==> config.mk <==
export PLATFORM = sky130hd
export DESIGN_NAME = cc_top
export DESIGN_NICKNAME = d
export VERILOG_FILES = /design/src/verilog/cc_pkg.sv /design/src/verilog/cc_clk_if.sv /design/src/verilog/cc_stab.sv /design/src/verilog/cc_div.sv /design/src/verilog/cc_top.sv
export VERILOG_INCLUDE_DIRS = /design/src /design/src/verilog
export SDC_FILE = /design/constraint.sdc
export NUM_CORES = 1
export LEC_CHECK = 0
export BUFFER_PORTS_ARGS = -buffer_cell sky130_fd_sc_hd__buf_2
export CORE_MARGIN = 2
export CORE_UTILIZATION = 30
export DETAILED_ROUTE_END_ITERATION = 8
export HOLD_SLACK_MARGIN = 0.12
export SYNTH_ARGS = -nofsm -noshare
export SYNTH_HDL_FRONTEND = slang
export SYNTH_SLANG_ARGS = --single-unit
export TNS_END_PERCENT = 10
==> constraint.sdc <==
create_clock -name MCLK -period 2 [get_ports MCLK]
set_input_delay 0.4 -clock MCLK [delete_from_list [all_inputs] [get_ports MCLK]]
set_output_delay 0.4 -clock MCLK [all_outputs]
set_load 0.02 [all_outputs]
==> src/verilog/cc_regs.svh <==
`ifndef CC_REGS_SVH
`define CC_REGS_SVH

// ----------------------------------------------------------------------
// register placement
// ----------------------------------------------------------------------
// printed location is a word index; byte address is four times it
`define CC_CTRL_IDX        16'hFFFB
`define CC_CTRL_ADDR       {14'h0000, `CC_CTRL_IDX, 2'b00}

// ----------------------------------------------------------------------
// field positions of the clock control register
// ----------------------------------------------------------------------
`define CC_BIT_MOSC_STOP   7
`define CC_BIT_FB_DIS      6
`define CC_BIT_STATUS      5
`define CC_BIT_SRC         4
`define CC_BIT_RSVD        3
`define CC_DIV_HI          2
`define CC_DIV_LO          0

// ----------------------------------------------------------------------
// reset values and encodings
// ----------------------------------------------------------------------
`define CC_CTRL_RESET      8'h04
`define CC_DIV_SLOWEST     3'h4
`define CC_DIV_FASTEST     3'h0
`define CC_RDATA_ZERO      32'h0000_0000

// ----------------------------------------------------------------------
// timing
// ----------------------------------------------------------------------
// old-clock instructions allowed before a switch at full main speed
`define CC_INST_AT_FX      5'h10
`define CC_INST_ONE        5'h01
// oscillator settle time, in main clock periods
`define CC_STAB_FX_PERIODS 131072
// mclk cycles per main clock period (main clock runs at mclk rate)
`define CC_MCLK_PER_FX     1

`endif

==> src/verilog/cc_pkg.sv <==
package cc_pkg;

   // switch sequencer states
   typedef enum logic [1:0] {
      CC_ST_STAB,
      CC_ST_RUN,
      CC_ST_PEND_DIV,
      CC_ST_PEND_SUB
   } cc_state_type;

   // state of the control core
   typedef struct packed {
      cc_state_type state;
      logic         mosc_stop;
      logic         fb_dis;
      logic         src;
      logic [2:0]   div;
      logic         act_sub;
      logic [2:0]   act_div;
      logic [4:0]   inst_cnt;
      logic         tick_half;
      logic [31:0]  prdata;
      logic         pready;
      logic         pslverr;
      logic         cpu_en;
      logic         per_en;
      logic         watch_en;
      logic         wdt_en;
      logic         osc_en;
   } cc_core_type;

   // state of the divider
   typedef struct packed {
      logic [3:0] fx_cnt;
      logic       sub_tog;
      logic       cpu_tick;
      logic       sub_cpu_tick;
   } cc_div_type;

   // state of the settle counter
   typedef struct packed {
      logic [17:0] cnt;
      logic        stable;
   } cc_stab_type;

endpackage

==> src/verilog/cc_clk_if.sv <==
`timescale 1ns/1ps
`default_nettype none

interface cc_clk_if;
   logic       osc_on;
   logic       stable;
   logic       fx_tick;
   logic       sub_tick;
   logic       sub_sel;
   logic [2:0] div_sel;
   logic       cpu_tick;
   logic       sub_cpu_tick;

   modport core (output osc_on, sub_tick, sub_sel, div_sel,
                 input  stable, fx_tick, cpu_tick, sub_cpu_tick);
   modport stab (input  osc_on, output stable, fx_tick);
   modport div  (input  fx_tick, sub_tick, sub_sel, div_sel,
                 output cpu_tick, sub_cpu_tick);
endinterface

`default_nettype wire

==> src/verilog/cc_stab.sv <==
`timescale 1ns/1ps
`default_nettype none
`include "cc_regs.svh"

module cc_stab
   import cc_pkg::*;
#(
   parameter int STAB_FX_PERIODS = `CC_STAB_FX_PERIODS
) (
   // clock and reset
   input  wire logic clk,
   input  wire logic rst_n,
   // link to the core
   cc_clk_if.stab    cif
);

   // ----------------------------------------------------------------------
   // settle counter
   // ----------------------------------------------------------------------
   localparam int    STAB_CYCLES = STAB_FX_PERIODS * `CC_MCLK_PER_FX;
   localparam [17:0] STAB_LAST   = 18'(STAB_CYCLES - 1);

   cc_stab_type s_r;
   cc_stab_type s_nxt;

   // restart the wait each time the oscillator is switched back on
   always_comb begin
      s_nxt = s_r;
      if (!cif.osc_on) begin
         s_nxt.cnt    = 18'h00000;
         s_nxt.stable = 1'b0;
      end else if (!s_r.stable) begin
         if (s_r.cnt == STAB_LAST) begin
            s_nxt.stable = 1'b1;
         end else begin
            s_nxt.cnt = s_r.cnt + 18'h00001;
         end
      end
   end

   always_ff @(posedge clk) begin
      if (!rst_n) begin
         s_r <= '0;
      end else begin
         s_r <= s_nxt;
      end
   end

   // main clock ticks only exist while running and settled
   assign cif.stable  = s_r.stable;
   assign cif.fx_tick = s_r.stable & cif.osc_on;

endmodule

`default_nettype wire

==> src/verilog/cc_div.sv <==
`timescale 1ns/1ps
`default_nettype none
`include "cc_regs.svh"

module cc_div
   import cc_pkg::*;
(
   // clock and reset
   input  wire logic clk,
   input  wire logic rst_n,
   // link to the core
   cc_clk_if.div     cif
);

   // ----------------------------------------------------------------------
   // prescaler for the cpu tick
   // ----------------------------------------------------------------------
   cc_div_type s_r;
   cc_div_type s_nxt;
   logic [3:0] mask;

   // low bits that must all be set for a tick at the chosen ratio
   always_comb begin
      mask = 4'h0;
      for (int i = 0; i < 4; i++) begin
         if (3'(i) < cif.div_sel) begin
            mask[i] = 1'b1;
         end
      end
   end

   // free running counter keeps ticks aligned, so a ratio change at a
   // tick never yields a short period
   always_comb begin
      s_nxt              = s_r;
      s_nxt.cpu_tick     = 1'b0;
      s_nxt.sub_cpu_tick = 1'b0;
      if (cif.fx_tick) begin
         s_nxt.fx_cnt = s_r.fx_cnt + 4'h1;
      end
      if (cif.sub_tick) begin
         s_nxt.sub_tog      = ~s_r.sub_tog;
         s_nxt.sub_cpu_tick = s_r.sub_tog;
      end
      if (cif.sub_sel) begin
         s_nxt.cpu_tick = cif.sub_tick & s_r.sub_tog;
      end else begin
         s_nxt.cpu_tick = cif.fx_tick & ((s_r.fx_cnt & mask) == mask);
      end
   end

   always_ff @(posedge clk) begin
      if (!rst_n) begin
         s_r <= '0;
      end else begin
         s_r <= s_nxt;
      end
   end

   assign cif.cpu_tick     = s_r.cpu_tick;
   assign cif.sub_cpu_tick = s_r.sub_cpu_tick;

endmodule

`default_nettype wire

==> src/verilog/cc_top.sv <==
// Chosen here: the register offsets and register access over APB.
`timescale 1ns/1ps
`default_nettype none
`include "cc_regs.svh"

module cc_top
   import cc_pkg::*;
#(
   parameter int STAB_FX_PERIODS = `CC_STAB_FX_PERIODS
) (
   // clock and reset
   input  wire logic        MCLK,
   input  wire logic        RST_N,
   // apb slave
   input  wire logic        PSEL,
   input  wire logic        PENABLE,
   input  wire logic        PWRITE,
   input  wire logic [31:0] PADDR,
   input  wire logic [31:0] PWDATA,
   output logic      [31:0] PRDATA,
   output logic             PREADY,
   output logic             PSLVERR,
   // cpu standby requests and sub clock tick
   input  wire logic        SUB_TICK,
   input  wire logic        STOP_REQ,
   input  wire logic        HALT_REQ,
   // clock enables out
   output logic             CPU_CLK_EN,
   output logic             PERIPH_CLK_EN,
   output logic             WATCH_CLK_EN,
   output logic             WDT_CLK_EN,
   // oscillator control and status
   output logic             MAIN_OSC_EN,
   output logic             SUB_FB_DISABLE,
   output logic             CPU_CLOCK_STATUS
);

   // ----------------------------------------------------------------------
   // constants
   // ----------------------------------------------------------------------
   // reset image as a typed constant, so its fields can be picked out by
   // position; a sized literal from a macro cannot take a bit-select, and
   // the typed copy also fixes the width that every field is cut from
   localparam logic [7:0] CTRL_RESET = `CC_CTRL_RESET;

   // ----------------------------------------------------------------------
   // sub blocks
   // ----------------------------------------------------------------------
   // one bundle carries the oscillator and tick signals between blocks
   cc_clk_if cif ();

   // settle counter: holds off main ticks after each oscillator start
   cc_stab #(
      .STAB_FX_PERIODS (STAB_FX_PERIODS)
   ) u_stab (
      .clk   (MCLK),
      .rst_n (RST_N),
      .cif   (cif)
   );

   // prescaler: makes the cpu tick from the main or the sub tick
   cc_div u_div (
      .clk   (MCLK),
      .rst_n (RST_N),
      .cif   (cif)
   );

   // ----------------------------------------------------------------------
   // core state
   // ----------------------------------------------------------------------
   // registered state, its next value and the image loaded in reset
   cc_core_type s_r;
   cc_core_type s_nxt;
   cc_core_type s_rst;

   // decode and helper terms, all combinational
   logic        setup;
   logic        access;
   logic        hit;
   logic        tgt_mismatch;
   logic [2:0]  tgt_div;
   logic [7:0]  ctrl_rd;
   logic        osc_want;

   // reset image: control register comes up as 04H, slowest main divide,
   // cpu held in the settle state and the main oscillator still off
   always_comb begin
      s_rst           = '0;
      s_rst.state     = CC_ST_STAB;
      s_rst.mosc_stop = CTRL_RESET[`CC_BIT_MOSC_STOP];
      s_rst.fb_dis    = CTRL_RESET[`CC_BIT_FB_DIS];
      s_rst.src       = CTRL_RESET[`CC_BIT_SRC];
      s_rst.div       = CTRL_RESET[`CC_DIV_HI:`CC_DIV_LO];
      s_rst.act_sub   = 1'b0;
      s_rst.act_div   = `CC_DIV_SLOWEST;
      s_rst.osc_en    = 1'b0;
   end

   // prohibited divide codes fall back to the slowest ratio; they still
   // read back as written, so software sees what it stored
   always_comb begin
      if (s_r.div > `CC_DIV_SLOWEST) begin
         tgt_div = `CC_DIV_SLOWEST;
      end else begin
         tgt_div = s_r.div;
      end
   end

   // a pending change exists when the written setting differs from the
   // one in use; on sub the divide bits do not matter, so a divide write
   // alone while on sub starts no switch
   assign tgt_mismatch = (s_r.src != s_r.act_sub) ||
                         (!s_r.src && (tgt_div != s_r.act_div));

   // read image; status bit shows the source really in use, not the one
   // asked for, and bit 3 is forced to zero
   assign ctrl_rd = {s_r.mosc_stop, s_r.fb_dis, s_r.act_sub, s_r.src,
                     1'b0, s_r.div};

   // main oscillator: stop bit only bites once on sub; STOP only on main
   // a stop bit written while on main is only armed: it takes effect once
   // the status has really moved to sub, so the cpu never loses its clock
   // in the middle of a switch; on sub a standby stop request is ignored,
   // since the sub oscillator keeps running anyway
   assign osc_want = !(s_r.act_sub && s_r.mosc_stop) &&
                     !(!s_r.act_sub && STOP_REQ);

   // ----------------------------------------------------------------------
   // apb decode
   // ----------------------------------------------------------------------
   // zero wait slave: the answer is ready in the first access cycle, so a
   // transfer always takes exactly one setup and one access cycle
   assign setup  = PSEL && !PENABLE;
   assign access = PSEL && PENABLE && s_r.pready;
   assign hit    = (PADDR == `CC_CTRL_ADDR);

   // ----------------------------------------------------------------------
   // next state
   // ----------------------------------------------------------------------
   always_comb begin
      s_nxt        = s_r;
      s_nxt.pready = 1'b0;

      // answer prepared in setup so the access phase ends in one cycle;
      // an unmapped address answers with an error and reads as zero
      if (setup) begin
         s_nxt.pready  = 1'b1;
         s_nxt.pslverr = !hit;
         if (hit && !PWRITE) begin
            s_nxt.prdata = {24'h000000, ctrl_rd};
         end else begin
            s_nxt.prdata = `CC_RDATA_ZERO;
         end
      end

      // status and bit 3 are not writable; bit 3 always reads zero
      // a prohibited divide code is stored as written; only the ratio
      // actually used is clamped
      if (access && hit && PWRITE) begin
         s_nxt.mosc_stop = PWDATA[`CC_BIT_MOSC_STOP];
         s_nxt.fb_dis    = PWDATA[`CC_BIT_FB_DIS];
         s_nxt.src       = PWDATA[`CC_BIT_SRC];
         s_nxt.div       = PWDATA[`CC_DIV_HI:`CC_DIV_LO];
      end

      // switch sequencer
      case (s_r.state)
         CC_ST_STAB: begin
            // cpu held until the oscillator has settled
            // only reset and an unknown state lead here; later restarts wait in the settle counter
            if (cif.stable) begin
               s_nxt.state = CC_ST_RUN;
            end
         end
         CC_ST_RUN: begin
            // a pending change is seen one cycle after the write lands
            if (tgt_mismatch) begin
               s_nxt.tick_half = 1'b0;
               if (s_r.src && !s_r.act_sub) begin
                  s_nxt.state = CC_ST_PEND_SUB;
               end else begin
                  s_nxt.state = CC_ST_PEND_DIV;
                  // on sub a single instruction is the longest wait
                  if (s_r.act_sub) begin
                     s_nxt.inst_cnt = `CC_INST_ONE;
                  end else begin
                     s_nxt.inst_cnt = `CC_INST_AT_FX >> s_r.act_div;
                  end
               end
            end
         end
         CC_ST_PEND_DIV: begin
            // count old-clock instructions, two cpu ticks each
            // a write during the wait retargets the change; the newest
            // setting is applied when the count ends
            if (cif.cpu_tick) begin
               s_nxt.tick_half = ~s_r.tick_half;
               if (s_r.tick_half) begin
                  s_nxt.inst_cnt = s_r.inst_cnt - 5'h01;
                  if (s_r.inst_cnt == `CC_INST_ONE) begin
                     // change lands on a tick edge, no short period
                     s_nxt.act_sub = s_r.src;
                     s_nxt.act_div = tgt_div;
                     s_nxt.state   = CC_ST_RUN;
                  end
               end
            end
         end
         CC_ST_PEND_SUB: begin
            // main-to-sub takes the divide in use; software keeps the
            // divide bits unchanged in that write
            // the first sub event ends the wait, so the old clock runs at
            // most one sub period; the next sub cpu tick is then at least
            // one sub period away, so the cpu clock sees no short period
            // a sub cpu tick still in flight from the last sub tick counts
            // as well
            if (cif.sub_tick || cif.sub_cpu_tick) begin
               s_nxt.act_sub = 1'b1;
               s_nxt.state   = CC_ST_RUN;
            end else if (!s_r.src) begin
               s_nxt.state = CC_ST_RUN;
            end
         end
         default: begin
            // an unknown state restarts from the settle wait
            s_nxt.state = CC_ST_STAB;
         end
      endcase

      // oscillator enable and clock enables, all registered
      // oscillator enable, registered so the pin never glitches
      s_nxt.osc_en   = osc_want;

      // cpu tick: held in the settle wait, in halt, and in stop on main;
      // stop is not honoured on sub, since the sub oscillator cannot stop
      s_nxt.cpu_en   = cif.cpu_tick && (s_r.state != CC_ST_STAB) &&
                       !HALT_REQ && !(STOP_REQ && !s_r.act_sub);

      // peripherals run from the main tick only and stop with it; the
      // watch takes the sub tick, which keeps going in standby
      s_nxt.per_en   = cif.fx_tick;
      s_nxt.watch_en = SUB_TICK && !s_r.fb_dis;

      // the watchdog counts only while the cpu is on the main clock
      s_nxt.wdt_en   = cif.fx_tick && !s_r.act_sub;
   end

   // synchronous reset loads the reset image
   always_ff @(posedge MCLK) begin
      if (!RST_N) begin
         s_r <= s_rst;
      end else begin
         s_r <= s_nxt;
      end
   end

   // ----------------------------------------------------------------------
   // link to sub blocks and outputs
   // ----------------------------------------------------------------------
   // a disconnected feedback resistor means no sub ticks at all
   // the divider and the sequencer both see the gated tick
   assign cif.osc_on   = s_r.osc_en;
   assign cif.sub_tick = SUB_TICK && !s_r.fb_dis;
   assign cif.sub_sel  = s_r.act_sub;
   assign cif.div_sel  = s_r.act_div;

   // bus answer
   assign PRDATA           = s_r.prdata;
   assign PREADY           = s_r.pready;
   assign PSLVERR          = s_r.pslverr;

   // clock enables: watch and cpu are one cycle pulses, cpu steady at divide 0; peripheral stays high while main ticks run, watchdog too but only on main
   assign CPU_CLK_EN       = s_r.cpu_en;
   assign PERIPH_CLK_EN    = s_r.per_en;
   assign WATCH_CLK_EN     = s_r.watch_en;
   assign WDT_CLK_EN       = s_r.wdt_en;

   // oscillator control and status levels
   assign MAIN_OSC_EN      = s_r.osc_en;
   assign SUB_FB_DISABLE   = s_r.fb_dis;
   assign CPU_CLOCK_STATUS = s_r.act_sub;

endmodule

`default_nettype wire

# Yosys cells after proc, flatten, opt, wreduce, memory -nomap -nowiden
# Index checks and enable logic that the tools add are counted.
# totals
register_bits,59
latchBits,0
ramBits,0
romBits,0
input_bits,72
output_inout_bits,41
wordCells,124
n_memories,0
# op_classes
add_sub_neg,3
n_mul,0
div,0
magnitude_cmp,5
eq_ne,17
shift,1
mux,28
bitwise_logic,8
n_reduce_logical,39
# ops
cell,n
32-bit by 18-bit == test with 1-bit output (second input constant),1
18-bit by 1-bit adder with 18-bit output (second input constant),1
18-bit by 17-bit == test with 1-bit output (second input constant),1
1-bit logical AND,16
2-bit 2-to-1 mux,8
6-bit one-hot mux with 2 select lines,1
10-bit 2-to-1 mux,1
5-bit 2-to-1 mux,2
2-bit != test (second input constant),5
5-bit AND reduction,2
1-bit logical NOT,9
1-bit 2-to-1 mux,9
9-bit 2-to-1 mux,1
8-bit 2-to-1 mux,1
2-bit one-hot mux with 4 select lines,1
1-bit by 3-bit less-than comparator with 1-bit output (first input constant),2
2-bit by 3-bit less-than comparator with 1-bit output (first input constant),2
6-bit 2-to-1 mux,1
2-bit AND reduction,3
6-bit AND reduction,1
2-bit nonzero test,3
5-bit by 1-bit == test with 1-bit output (second input constant),1
5-bit by 3-bit right shift with 5-bit output (first input constant),1
5-bit by 1-bit subtractor with 5-bit output (second input constant),1
other kinds (19),27

# Longest topological paths before layout
# Gate-level depths: netlist (run 1).
# logic_depth
ltp_word,7
ltp_mapped,7

# Cells and area by module
# A second synthesis (run 1) with hierarchy kept.
# hier_totals
hier_cells,353
area_unflattened_um2,3057.9
# modules_own_cells
module,n_inst,cells_each,area_each_um2,seq_area_each_um2
cc_top,1,215,1813.0,640.6
cc_stab,1,108,942.2,380.4
cc_div,1,30,302.8,140.1

# Worst setup path before layout (run 1)
# Ideal clock, no wire load.
# synth_path
kind,register to register
startpoint,"register s_r, in the netlist CPU_CLOCK_STATUS"
endpoint,register s_r[40] (netlist name)
arrival_ns,1.676
required_ns,1.928
slack_ns,0.253
stages_incl_launch_ff,6
n_path_buf,0
synth_period_minus_slack_ns,1.747
cell_sequence,dfxtp_1 -> inv_1 -> ha_1 -> or3b_1 -> a21oi_2 -> mux2i_1
# synth_between
elab_chain_len,4
# synth_rtl
item,line,text
from (decl),cc_top.sv:72,cc_core_type s_r;
from (signal assigned),cc_top.sv:251,s_r <= s_rst;
from (signal assigned),cc_top.sv:253,s_r <= s_nxt;
"5-bit 2-to-1 mux, or another cell as far along",cc_top.sv:184,if (s_r.act_sub) begin
"5-bit 2-to-1 mux, or another cell as far along",cc_top.sv:179,if (s_r.src && !s_r.act_sub) begin
6-bit 2-to-1 mux or 2-bit != test (tied branches),-,
6-bit one-hot mux with 2 select lines or 5-bit AND reduction (tied branches),-,
# Parallel ways exist; a longest one is shown, timed or not. The select of a mux whose other input is x is not followed.
# A chain may end at the register's enable or synchronous reset.

# Final worst setup path (run 1)
# layout_path
startpoint,"register s_r, in the netlist cif.div_sel[1]"
endpoint,register s_r[42] (netlist name)
# layout_between
elab_chain_len,5
# layout_rtl
item,line
5-bit by 3-bit right shift with 5-bit output (no source line) or 3-bit != test (tied branches),-
5-bit 2-to-1 mux or 1-bit logical AND (tied branches),"cc_top.sv:184, cc_top.sv:113"
5-bit 2-to-1 mux or 1-bit logical OR (tied branches),"cc_top.sv:179, cc_top.sv:112"
6-bit 2-to-1 mux or 2-bit != test (tied branches),-
6-bit one-hot mux with 2 select lines or 5-bit AND reduction (tied branches),-
# Parallel ways exist; a longest one is shown, timed or not. The select of a mux whose other input is x is not followed.

==> results.toml, run 1 <==
[floorplan]
io_pins = 113
fp.dieH_um = 104
die_x_um = 104
initial_core_util = 0.310
core-area_um2 = 9770
rows = 36
die_area_um2 = 10900

[worst_setup_path]
cp_max_fo = 7
arrival_ns = 2.01
r2r_setup_slack_ns = 0.22
crit_path_end = "s_r[42]"
cp-end-kind = "register"
r2r_cells = 5
r2r_start = "cif.div_sel[1]"
required_ns = 2.22
cp-startpoint = "cif.div_sel[1]"
r2r-end = "s_r[42]"
path_class = "reg -> reg"
cp-start-kind = "register"

[finish]
nets = 488
final_core_util = 0.370
final_cell_mix = "buf_2 (61), dfxtp_1 (58), nor2_1 (37), nand2_1 (27), conb_1 (25)"
num_antenna_cells = 0
drive_gt1_frac = 0.248
fillers = 1019
final_common_cell = "buf_2"
final_cell_count_no_fill = 549
area_growth_pct = 19.5

[route]
avgViaCountPerCell = 4.72
dr.pass1.iters = 4
drt_iter0_markers = 74
drc = 0
finalWirelength_um = 6590
ant_nets = 0
wl_per_cell_um = 12.0
num_vias = 2590

[timing]
drv_slew = 0
rsz0062_at_grt = "false"
period_share = 0.890
skew_ns = 0.0115
layout_min_cycle_time_ns = 1.78
setup_viol = 0
setup-tns-final_ns = 0
whs_ns = 0.234
fmax_mhz = 562
hold_violations = 0
layout_setup_ws_ns = 0.219

[cts]
cts_tree = "done"
cts_inserted_buffers = 9
cts_buffer_depth = 2
post-cts-setup-buffers = 0
clock-sinks = 58
ctsResizeCount = 0
root_buffer = "clkbuf_8"
clk-insertion-delay-late_ns = 0.33
ctsHoldBuffers = 0
htreeDepth = 3
clkTransAtPathRegs_ns = 0.07

[hold_path]
holdCritPathClass = "in -> reg"

[power_and_ir_drop]
intPower_mw = 1.99
p_seq_frac = 0.458
p_leak_nw = 1.50
peakVddDrop_mv = 0.343
power_switching_share = 0.223
p_per_area_nw_per_um2 = 705
switching_power_mw = 0.568
combPwrFrac = 0.058
p_clk_frac = 0.485

[logic_synthesis]
syn_area_um2 = 3030
synth_top_cell_by_area = "dfxtp_1"
yosys_warnings = 0
syn_area_per_cell_um2 = 8.70
synth_seq_cells = 58
async_reset_ff_frac = 0
netlist_instances = 348
ys_seq_area_frac = 0.383
synth_edf_count = 0
synth_top_flop_cell = "dfxtp_1"
synthTopCellsByArea = "dfxtp_1 (38%), buf_4 (8.2%), nor2_1 (4.6%)"
synth_top_cell_area_share = 0.383
synthDistinctLibCells = 64

[placed_design]
dp_cells = 533
dp_hpwl_um = 4870
gp_congestion = 0.825
portBuffers = 61
pre_cts_ws_ns = 0.0352

[run]
cap_violations = 0

[grt]
grt_use_total = 0.121
grt_max_degree = 18
grt_overflow_total = 0
grt_pass1_vias = 2388
antenna_found_initial = 0
grt_pass1_wl_um = 10900

[outcome]
outcome = "complete, no violations"
worst min-delay path by stage:
| stage | endpoint | depth (start not counted) | slack (ns) | startpoint |
|---|---|---|---|---|
| after floorplan | MAIN_OSC_EN | 1 | 0.43 | ctrl_rd[7] |
| after global placement | u_stab.s_r[12] | 1 | 0.45 | u_stab.s_r[12] |
| after detailed placement | s_r[41] | 2 | 0.46 | s_r[41] |
| after CTS | CPU_CLK_EN | 2 | 0.22 | HALT_REQ |
| after global routing | CPU_CLK_EN | 2 | 0.22 | HALT_REQ |
| final | CPU_CLK_EN | 2 | 0.23 | HALT_REQ |
final cells by class:
type | count | area (um2) | share of cell area
clock inverters | 4 | 73.8 | 0.0204
clock buffers | 12 | 155 | 0.0428
repair buffers | 75 | 410 | 0.113
well taps | 133 | 166 | 0.0460
inverters | 8 | 30.0 | 0.00829
flip-flops and latches | 58 | 1160 | 0.321
multi-input cells | 259 | 1620 | 0.449
worst max-delay path, stage by stage, from the launching register on:
cell and delay, ns:
dfxtp_1 0.47, xor2_1 0.11, or4_4 0.50, a21oi_4 0.25, a21oi_2 0.12, a32o_1 0.23
synthesized netlist by cell type, drive strengths merged, types with 2 or more instances:
library cell and n:
inv 8, or3 2, o21a 2, nor3b 2, and4 2, nand2 27
nor2 38, ha 5, nor3 8, a31oi 5, or4 5, buf 37
a32o 2, o311ai 2, and2 3, o31ai 2, nand4 7, nand2b 5
o22ai 3, nor4 4, mux2i 4, and3 4, xor2 9, nor2b 7
o21bai 2, nand3 17, xnor2 6, clkbuf 10, a21oi 16, nand4b 6
o211ai 2, dfxtp 58, o21ai 11, a32oi 7, nor4b 3
flip-flops by register name, summed over array words and instances (netlist names):
name	count
PRDATA	7
u_stab.cif.stable	1
u_div.cif.cpu_tick	1
ctrl_rd	5
CPU_CLOCK_STATUS	1
MAIN_OSC_EN	1
PSLVERR	1
CPU_CLK_EN	1
WATCH_CLK_EN	1
PERIPH_CLK_EN	1
u_div.s_r	5
u_stab.s_r	18
s_r	8
u_div.cif.sub_cpu_tick	1
SUB_FB_DISABLE	1
cif.div_sel	3
PREADY	1
WDT_CLK_EN	1
logic make-up after synthesis:
logic type | share of synthesized area
AO/OA/AOI/OAI | 0.156
adder cells (fa/ha/maj) | 0.0207
multiplexers | 0.0169
XOR/XNOR | 0.0434
other | 0.00124
buffers and inverters | 0.110
AND/OR/NAND/NOR | 0.268
flip-flops | 0.383
per-stage QoR:
stage / power (mW) / instance area [um2]
final: 2.55 / 3620
after global routing: 2.67 / 3620
after CTS: 2.60 / 3620
after detailed placement: 1.34 / 3390
after global placement: 1.34 / 3390
after floorplan: 1.32 / 3120
metal layers:
layer,part of all wire,global-route usage
met5,0,0
met4,0.017,0.0589
met3,0.039,0.0157
met2,0.46,0.200
met1,0.48,0.156
power groups by stage:
| stage | clock network [mW] | registers (mW) | logic [mW] |
|---|---|---|---|
| 5_1_grt | 1.34 | 1.17 | 0.161 |
| 3_3_place_gp | 0 | 1.19 | 0.145 |
| 2_1_floorplan | 0 | 1.20 | 0.117 |
| 4_1_cts | 1.29 | 1.17 | 0.147 |
| 3_5_place_dp | 0 | 1.19 | 0.147 |
| 6_report | 1.24 | 1.17 | 0.147 |
No activity file was read; power rests on OpenSTA's default activity.
==> inputs of run 2 (changes only) <==
Settings changed: PLACE_DENSITY from default to 0.52.
==> run 2 against run 1 <==
Via count grew 1.6%. Flip-flop and latch count is the same. Worst setup slack lost 0.049 ns. Total power shrank 0.34%. Sequential share of layout area shrank 0.17 points.
==> results.toml, run 2 (synthesis results as in run 1) <==
[worst_setup_path]
arrival_ns = 2.04
cp_top_family = "simple AND/OR/NAND/NOR gates"
path_cells = "nand4_2 -> or4_1 -> o311ai_1 -> o41ai_1"
cpPeakStageDelay_ns = 0.64
required_ns = 2.21
cp-start-kind = "register"
cp_max_fo = 6
cp_num_buf_inv = 0
cp_slowest_cell = "or4_1"
path_class = "reg -> reg"
cp-end-kind = "register"

[grt]
grt_max_degree = 17
grt_pass1_wl_um = 11800
grt_use_total = 0.133
grt_overflow_total = 0
grt_pass1_vias = 2503
antenna_found_initial = 0

[outcome]
outcome = "complete, no violations"

[timing]
setup_viol = 0
layout_setup_ws_ns = 0.170
period_share = 0.915
fmax_mhz = 547
layout_min_cycle_time_ns = 1.83
setup-tns-final_ns = 0
hold_violations = 0
rsz0062_at_grt = "false"
drv_slew = 0
skew_ns = 0.0133
whs_ns = 0.229

[floorplan]
die_x_um = 104
die_area_um2 = 10900
rows = 36
fp.dieH_um = 104
io_pins = 113
initial_core_util = 0.310
core-area_um2 = 9770

[route]
num_vias = 2631
wl_per_cell_um = 12.5
finalWirelength_um = 6900
ant_nets = 0
drc = 0
avgViaCountPerCell = 4.77
dr.pass1.iters = 4
drt_iter0_markers = 75

[placed_design]
dp_hpwl_um = 5090
portBuffers = 61
place_area_um2 = 3410
gp_congestion = 0.787
pre_cts_ws_ns = 0.0626

[cts]
clk-insertion-delay-late_ns = 0.34
clock-sinks = 58
cts_tree = "done"
ctsResizeCount = 0
post-cts-setup-buffers = 0
cts_inserted_buffers = 9
cts_buffer_depth = 2
root_buffer = "clkbuf_8"
ctsHoldBuffers = 0
clkTransAtPathRegs_ns = 0.07
htreeDepth = 3

[power_and_ir_drop]
peakVddDrop_mv = 0.372
p_seq_frac = 0.459
p_per_area_nw_per_um2 = 699
combPwrFrac = 0.059
p_leak_nw = 1.51
p_clk_frac = 0.482
power_switching_share = 0.244
intPower_mw = 1.92
switching_power_mw = 0.621

[finish]
top_register = "u_stab.s_r"
num_antenna_cells = 0
final_core_util = 0.372
nets = 491
final_cell_mix = "buf_2 (61), dfxtp_1 (58), nor2_1 (37), nand2_1 (27), conb_1 (25)"
area_growth_pct = 20.2
drive_gt1_frac = 0.255
final_cell_area_um2 = 3640
final_common_cell = "buf_2"
largest_reg_flops = 18

[run]
cap_violations = 0

[hold_path]
holdCritPathClass = "in -> reg"
## run 2: cell types whose count changed in the layout (fill, tap and decap cells not counted)
cell	previous run	this run
buf_4	14	17
clkbuf_8	11	9
clkinvlp_4	0	2
clkbuf_1	1	0
clkinv_2	1	0
clkinv_4	1	2
inv_6	0	1
## run 2: worst register-to-register path: stages (launching register included)
cell and delay (ns):
dfxtp_1 0.44, nand4_2 0.20, or4_1 0.64, o311ai_1 0.31, o41ai_1 0.11
## run 2: worst paths after layout
check             slack, ns           start  cells past startpoint              to
setup / recovery       0.17   u_stab.s_r[6]                      4  u_stab.s_r[12]
hold reg to reg        0.47  u_stab.s_r[12]                      1  u_stab.s_r[12]
hold / removal         0.23        HALT_REQ                      2      CPU_CLK_EN
setup reg to reg       0.17   u_stab.s_r[6]                      4  u_stab.s_r[12]
## run 2: cell type report
cell class	instances	area (um2)
clock buffers	9	124
clock inverters	7	101
fillers	1029	6130
inverters	8	30.0
multi-input cells	259	1620
flip-flops and latches	58	1160
well taps	133	166
repair buffers	78	433
## run 2: power groups by stage
stage	Sequential, mW	Clock [mW]	Combinational (mW)
after floorplan	1.20	0	0.117
after global placement	1.19	0	0.148
after detailed placement	1.19	0	0.150
after CTS	1.17	1.26	0.150
after global routing	1.17	1.31	0.165
final	1.17	1.23	0.150
## run 2: stage by stage
step | instances | total power [mW]
2_1_floorplan | 372 | 1.32
5_1_grt | 552 | 2.65
4_1_cts | 552 | 2.58
3_5_place_dp | 536 | 1.34
3_3_place_gp | 536 | 1.34
6_report | 552 | 2.54
## run 2: metal layers
layer | share of wire | vias to the layer above | GRT usage | wire length, um
met1 | 0.49 | 1222 | 0.176 | 3370
met2 | 0.45 | 75 | 0.208 | 3110
met4 | 0.014 | 0 | 0.0608 | 95
li1 | - | 1326 | - | -
met3 | 0.047 | 8 | 0.0257 | 327
met5 | 0 | - | 0 | 0
==> inputs of run 3 (changes only) <==
Settings changed: SYNTH_HIERARCHICAL from default to 1.
==> run 3 against run 2 <==
Clock skew down 0.0065 ns. Non-clock buffer count decreased by 3. Highest routed layer unchanged. Synthesized cell count rose by 1.4%. Worst hold slack gained 0.049 ns. Utilization up 0.15 points. First-iteration DRC count grew 31%. Sequential share of layout area down 0.27 points. Total power up 5.1%. Fmax decreased by 0.66%. Combinational power decreased by 5%.
==> results.toml, run 3 <==
[worst_setup_path]
cp-end-kind = "register"
r2r-end = "s_r[39]"
path_class = "reg -> reg"
required_ns = 2.22
cp-start-kind = "register"
crit_path_end = "s_r[39]"
cp.depth = 8
arrival_ns = 2.06
cp-startpoint = "s_r[41]"
cp_max_fo = 4
cp_num_buf_inv = 3
path_cells = "inv_1 -> ha_1 -> nor4b_1 -> buf_4 -> a311oi_1 -> nor3_1 -> buf_4 -> a2111oi_1"
r2r_setup_slack_ns = 0.16
critPathMostFrequentCell = "buf_4"
cp_top_family = "compound AO/OA/AOI/OAI gates"
cp_slowest_cell = "a2111oi_1"
cpPeakStageDelay_ns = 0.36
r2r_start = "s_r[41]"
r2r_cells = 8

[logic_synthesis]
netlist_instances = 353
syn_area_um2 = 3060
synthSimpleGateAreaFrac = 0.277
syn_area_per_cell_um2 = 8.66
synth_compound_area_frac = 0.153
synth_top_cell_area_share = 0.380
synth_top_cell_by_area = "dfxtp_1"
synth_top_flop_cell = "dfxtp_1"
synth_edf_count = 0
synth.most_common_cell = "dfxtp_1"
synth_xor_area_frac = 0.0458
ys_seq_area_frac = 0.380
synthTopCellsByArea = "dfxtp_1 (38%), buf_4 (7.9%), nor2_1 (4.5%)"
yosys_warnings = 6
synth_top_family_by_area = "simple AND/OR/NAND/NOR gates"
async_reset_ff_frac = 0
synthMuxAreaShare = 0.00982
yosys.area_share.adder = 0.0205
synthDistinctLibCells = 62
synth.top_cells.by_count = "dfxtp_1 (58), nor2_1 (37), buf_4 (32)"
synth_seq_cells = 58

[placed_design]
dp_cells = 541
dp_hpwl_um = 4990
portBuffers = 61
gp_congestion = 0.800

[cts]
clkTransAtPathRegs_ns = 0.07
clock-sinks = 58
cts_tree = "done"
cts_inserted_buffers = 9
root_buffer = "clkbuf_8"
post-cts-setup-buffers = 0
cts_buffer_depth = 2
clk-insertion-delay-late_ns = 0.34
htreeDepth = 3

[floorplan]
die_area_um2 = 11000
fp.dieH_um = 105
initial_core_util = 0.311
rows = 36
die_x_um = 105
core-area_um2 = 9820
io_pins = 113

[route]
wl_per_cell_um = 11.9
dr.pass1.iters = 5
avgViaCountPerCell = 4.73
drc = 0
ant_nets = 0
num_vias = 2632
drt_iter0_markers = 98
finalWirelength_um = 6660

[power_and_ir_drop]
power.total_mw = 2.68
p_per_area_nw_per_um2 = 729
peakVddDrop_mv = 0.392
p_leak_nw = 1.46

[timing]
drv_slew = 0
hold_violations = 0
setup-tns-final_ns = 0
layout_min_cycle_time_ns = 1.84
period_share = 0.921
fmax_mhz = 543
whs_ns = 0.277
skew_ns = 0.00680
setup_viol = 0
rsz0062_at_grt = "false"

[finish]
nets = 496
area_growth_pct = 20.0
fillers = 1057
largest_reg_flops = 18
final_common_cell = "buf_2"
drive_gt1_frac = 0.255
final_cell_count_no_fill = 557
num_antenna_cells = 0
top_register = "u_stab/s_r"
final_cell_mix = "buf_2 (61), dfxtp_1 (58), nor2_1 (37), conb_1 (25), nand2_1 (24)"

[grt]
grt_pass1_vias = 2429
grt_use_total = 0.127
grt_max_degree = 26
grt-busiest-layer = "met2"
gr-usage-met3 = 0.0499
antenna_found_initial = 0
grt_pass1_wl_um = 11300
use_met2 = 0.204
grtUsageMet1 = 0.156
grt_overflow_total = 0

[outcome]
outcome = "complete, no violations"

[run]
cap_violations = 0

[hold_path]
holdCritPathClass = "in -> reg"
-- run 3: through the flow --
step / cell area [um2] / setup WS [ns] / utilization
floorplan: 3150 / 0.0486 / -
global placement: 3410 / -0.103 / 0.348
detailed placement: 3410 / -0.128 / 0.348
CTS: 3670 / 0.121 / 0.373
global route: 3670 / 0.0342 / 0.374
finish: 3670 / 0.158 / 0.374
-- run 3: worst register-to-register path, cell delays in order (launching register included) --
cell and delay, ns:
dfxtp_1 0.33, inv_1 0.07, ha_1 0.19, nor4b_1 0.14, buf_4 0.16, a311oi_1 0.25, nor3_1 0.08, buf_4 0.15
a2111oi_1 0.36
-- run 3: kinds of logic (layout without fill, tap and decap cells) --
| kind of cell | after synthesis | count (layout) |
|---|---|---|
| mux | 3 | 3 |
| fa+ha+maj | 5 | 5 |
| flops | 58 | 58 |
| compound gates | 67 | 67 |
| buf+inv | 53 | 100 |
| simple gates | 150 | 150 |
| xor+xnor | 16 | 16 |
| other cells | 1 | 25 |
-- run 3: worst min path at each step --
stage,startpoint,to,cells after the start,slack (ns)
after global placement,PRDATA[6],PRDATA[6],2,0.47
after global routing,HALT_REQ,CPU_CLK_EN,2,0.25
final,HALT_REQ,CPU_CLK_EN,2,0.28
after detailed placement,PRDATA[6],PRDATA[6],2,0.47
after floorplan,ctrl_rd[7],MAIN_OSC_EN,1,0.43
after CTS,PWDATA[2],ctrl_rd[2],3,0.26
-- run 3: report_power, final --
| part | switching [mW] | leakage (nW) | total [mW] | internal (mW) |
|---|---|---|---|---|
| clock | 0.468 | 0.123 | 1.37 | 0.897 |
| combinational | 0.0927 | 0.871 | 0.143 | 0.0502 |
| sequential | 0.00472 | 0.468 | 1.17 | 1.16 |
-- run 3: layout make-up --
type	count	area, um2	area share
inverter	9	33.8	0.00920
multi-input combinational	266	1650	0.449
clock buffer	12	155	0.0423
tap	133	166	0.0453
sequential	58	1160	0.316
clock inverter	4	97.6	0.0266
timing repair buffer	75	410	0.112
-- run 3: routing by layer --
metal	part of all wire	routed length [um]	vias to the layer above
li1	-	-	1334
met1	0.45	3020	1209
met2	0.47	3100	82
met3	0.070	467	7
met4	0.010	68	0
met5	0	0	-
-- run 3: timing repair --
action,CTS,global route
setup endpoints to repair,0,1
hold buffers,0,0
gates resized for setup,0,2
endpoints found under the hold margin,0,0
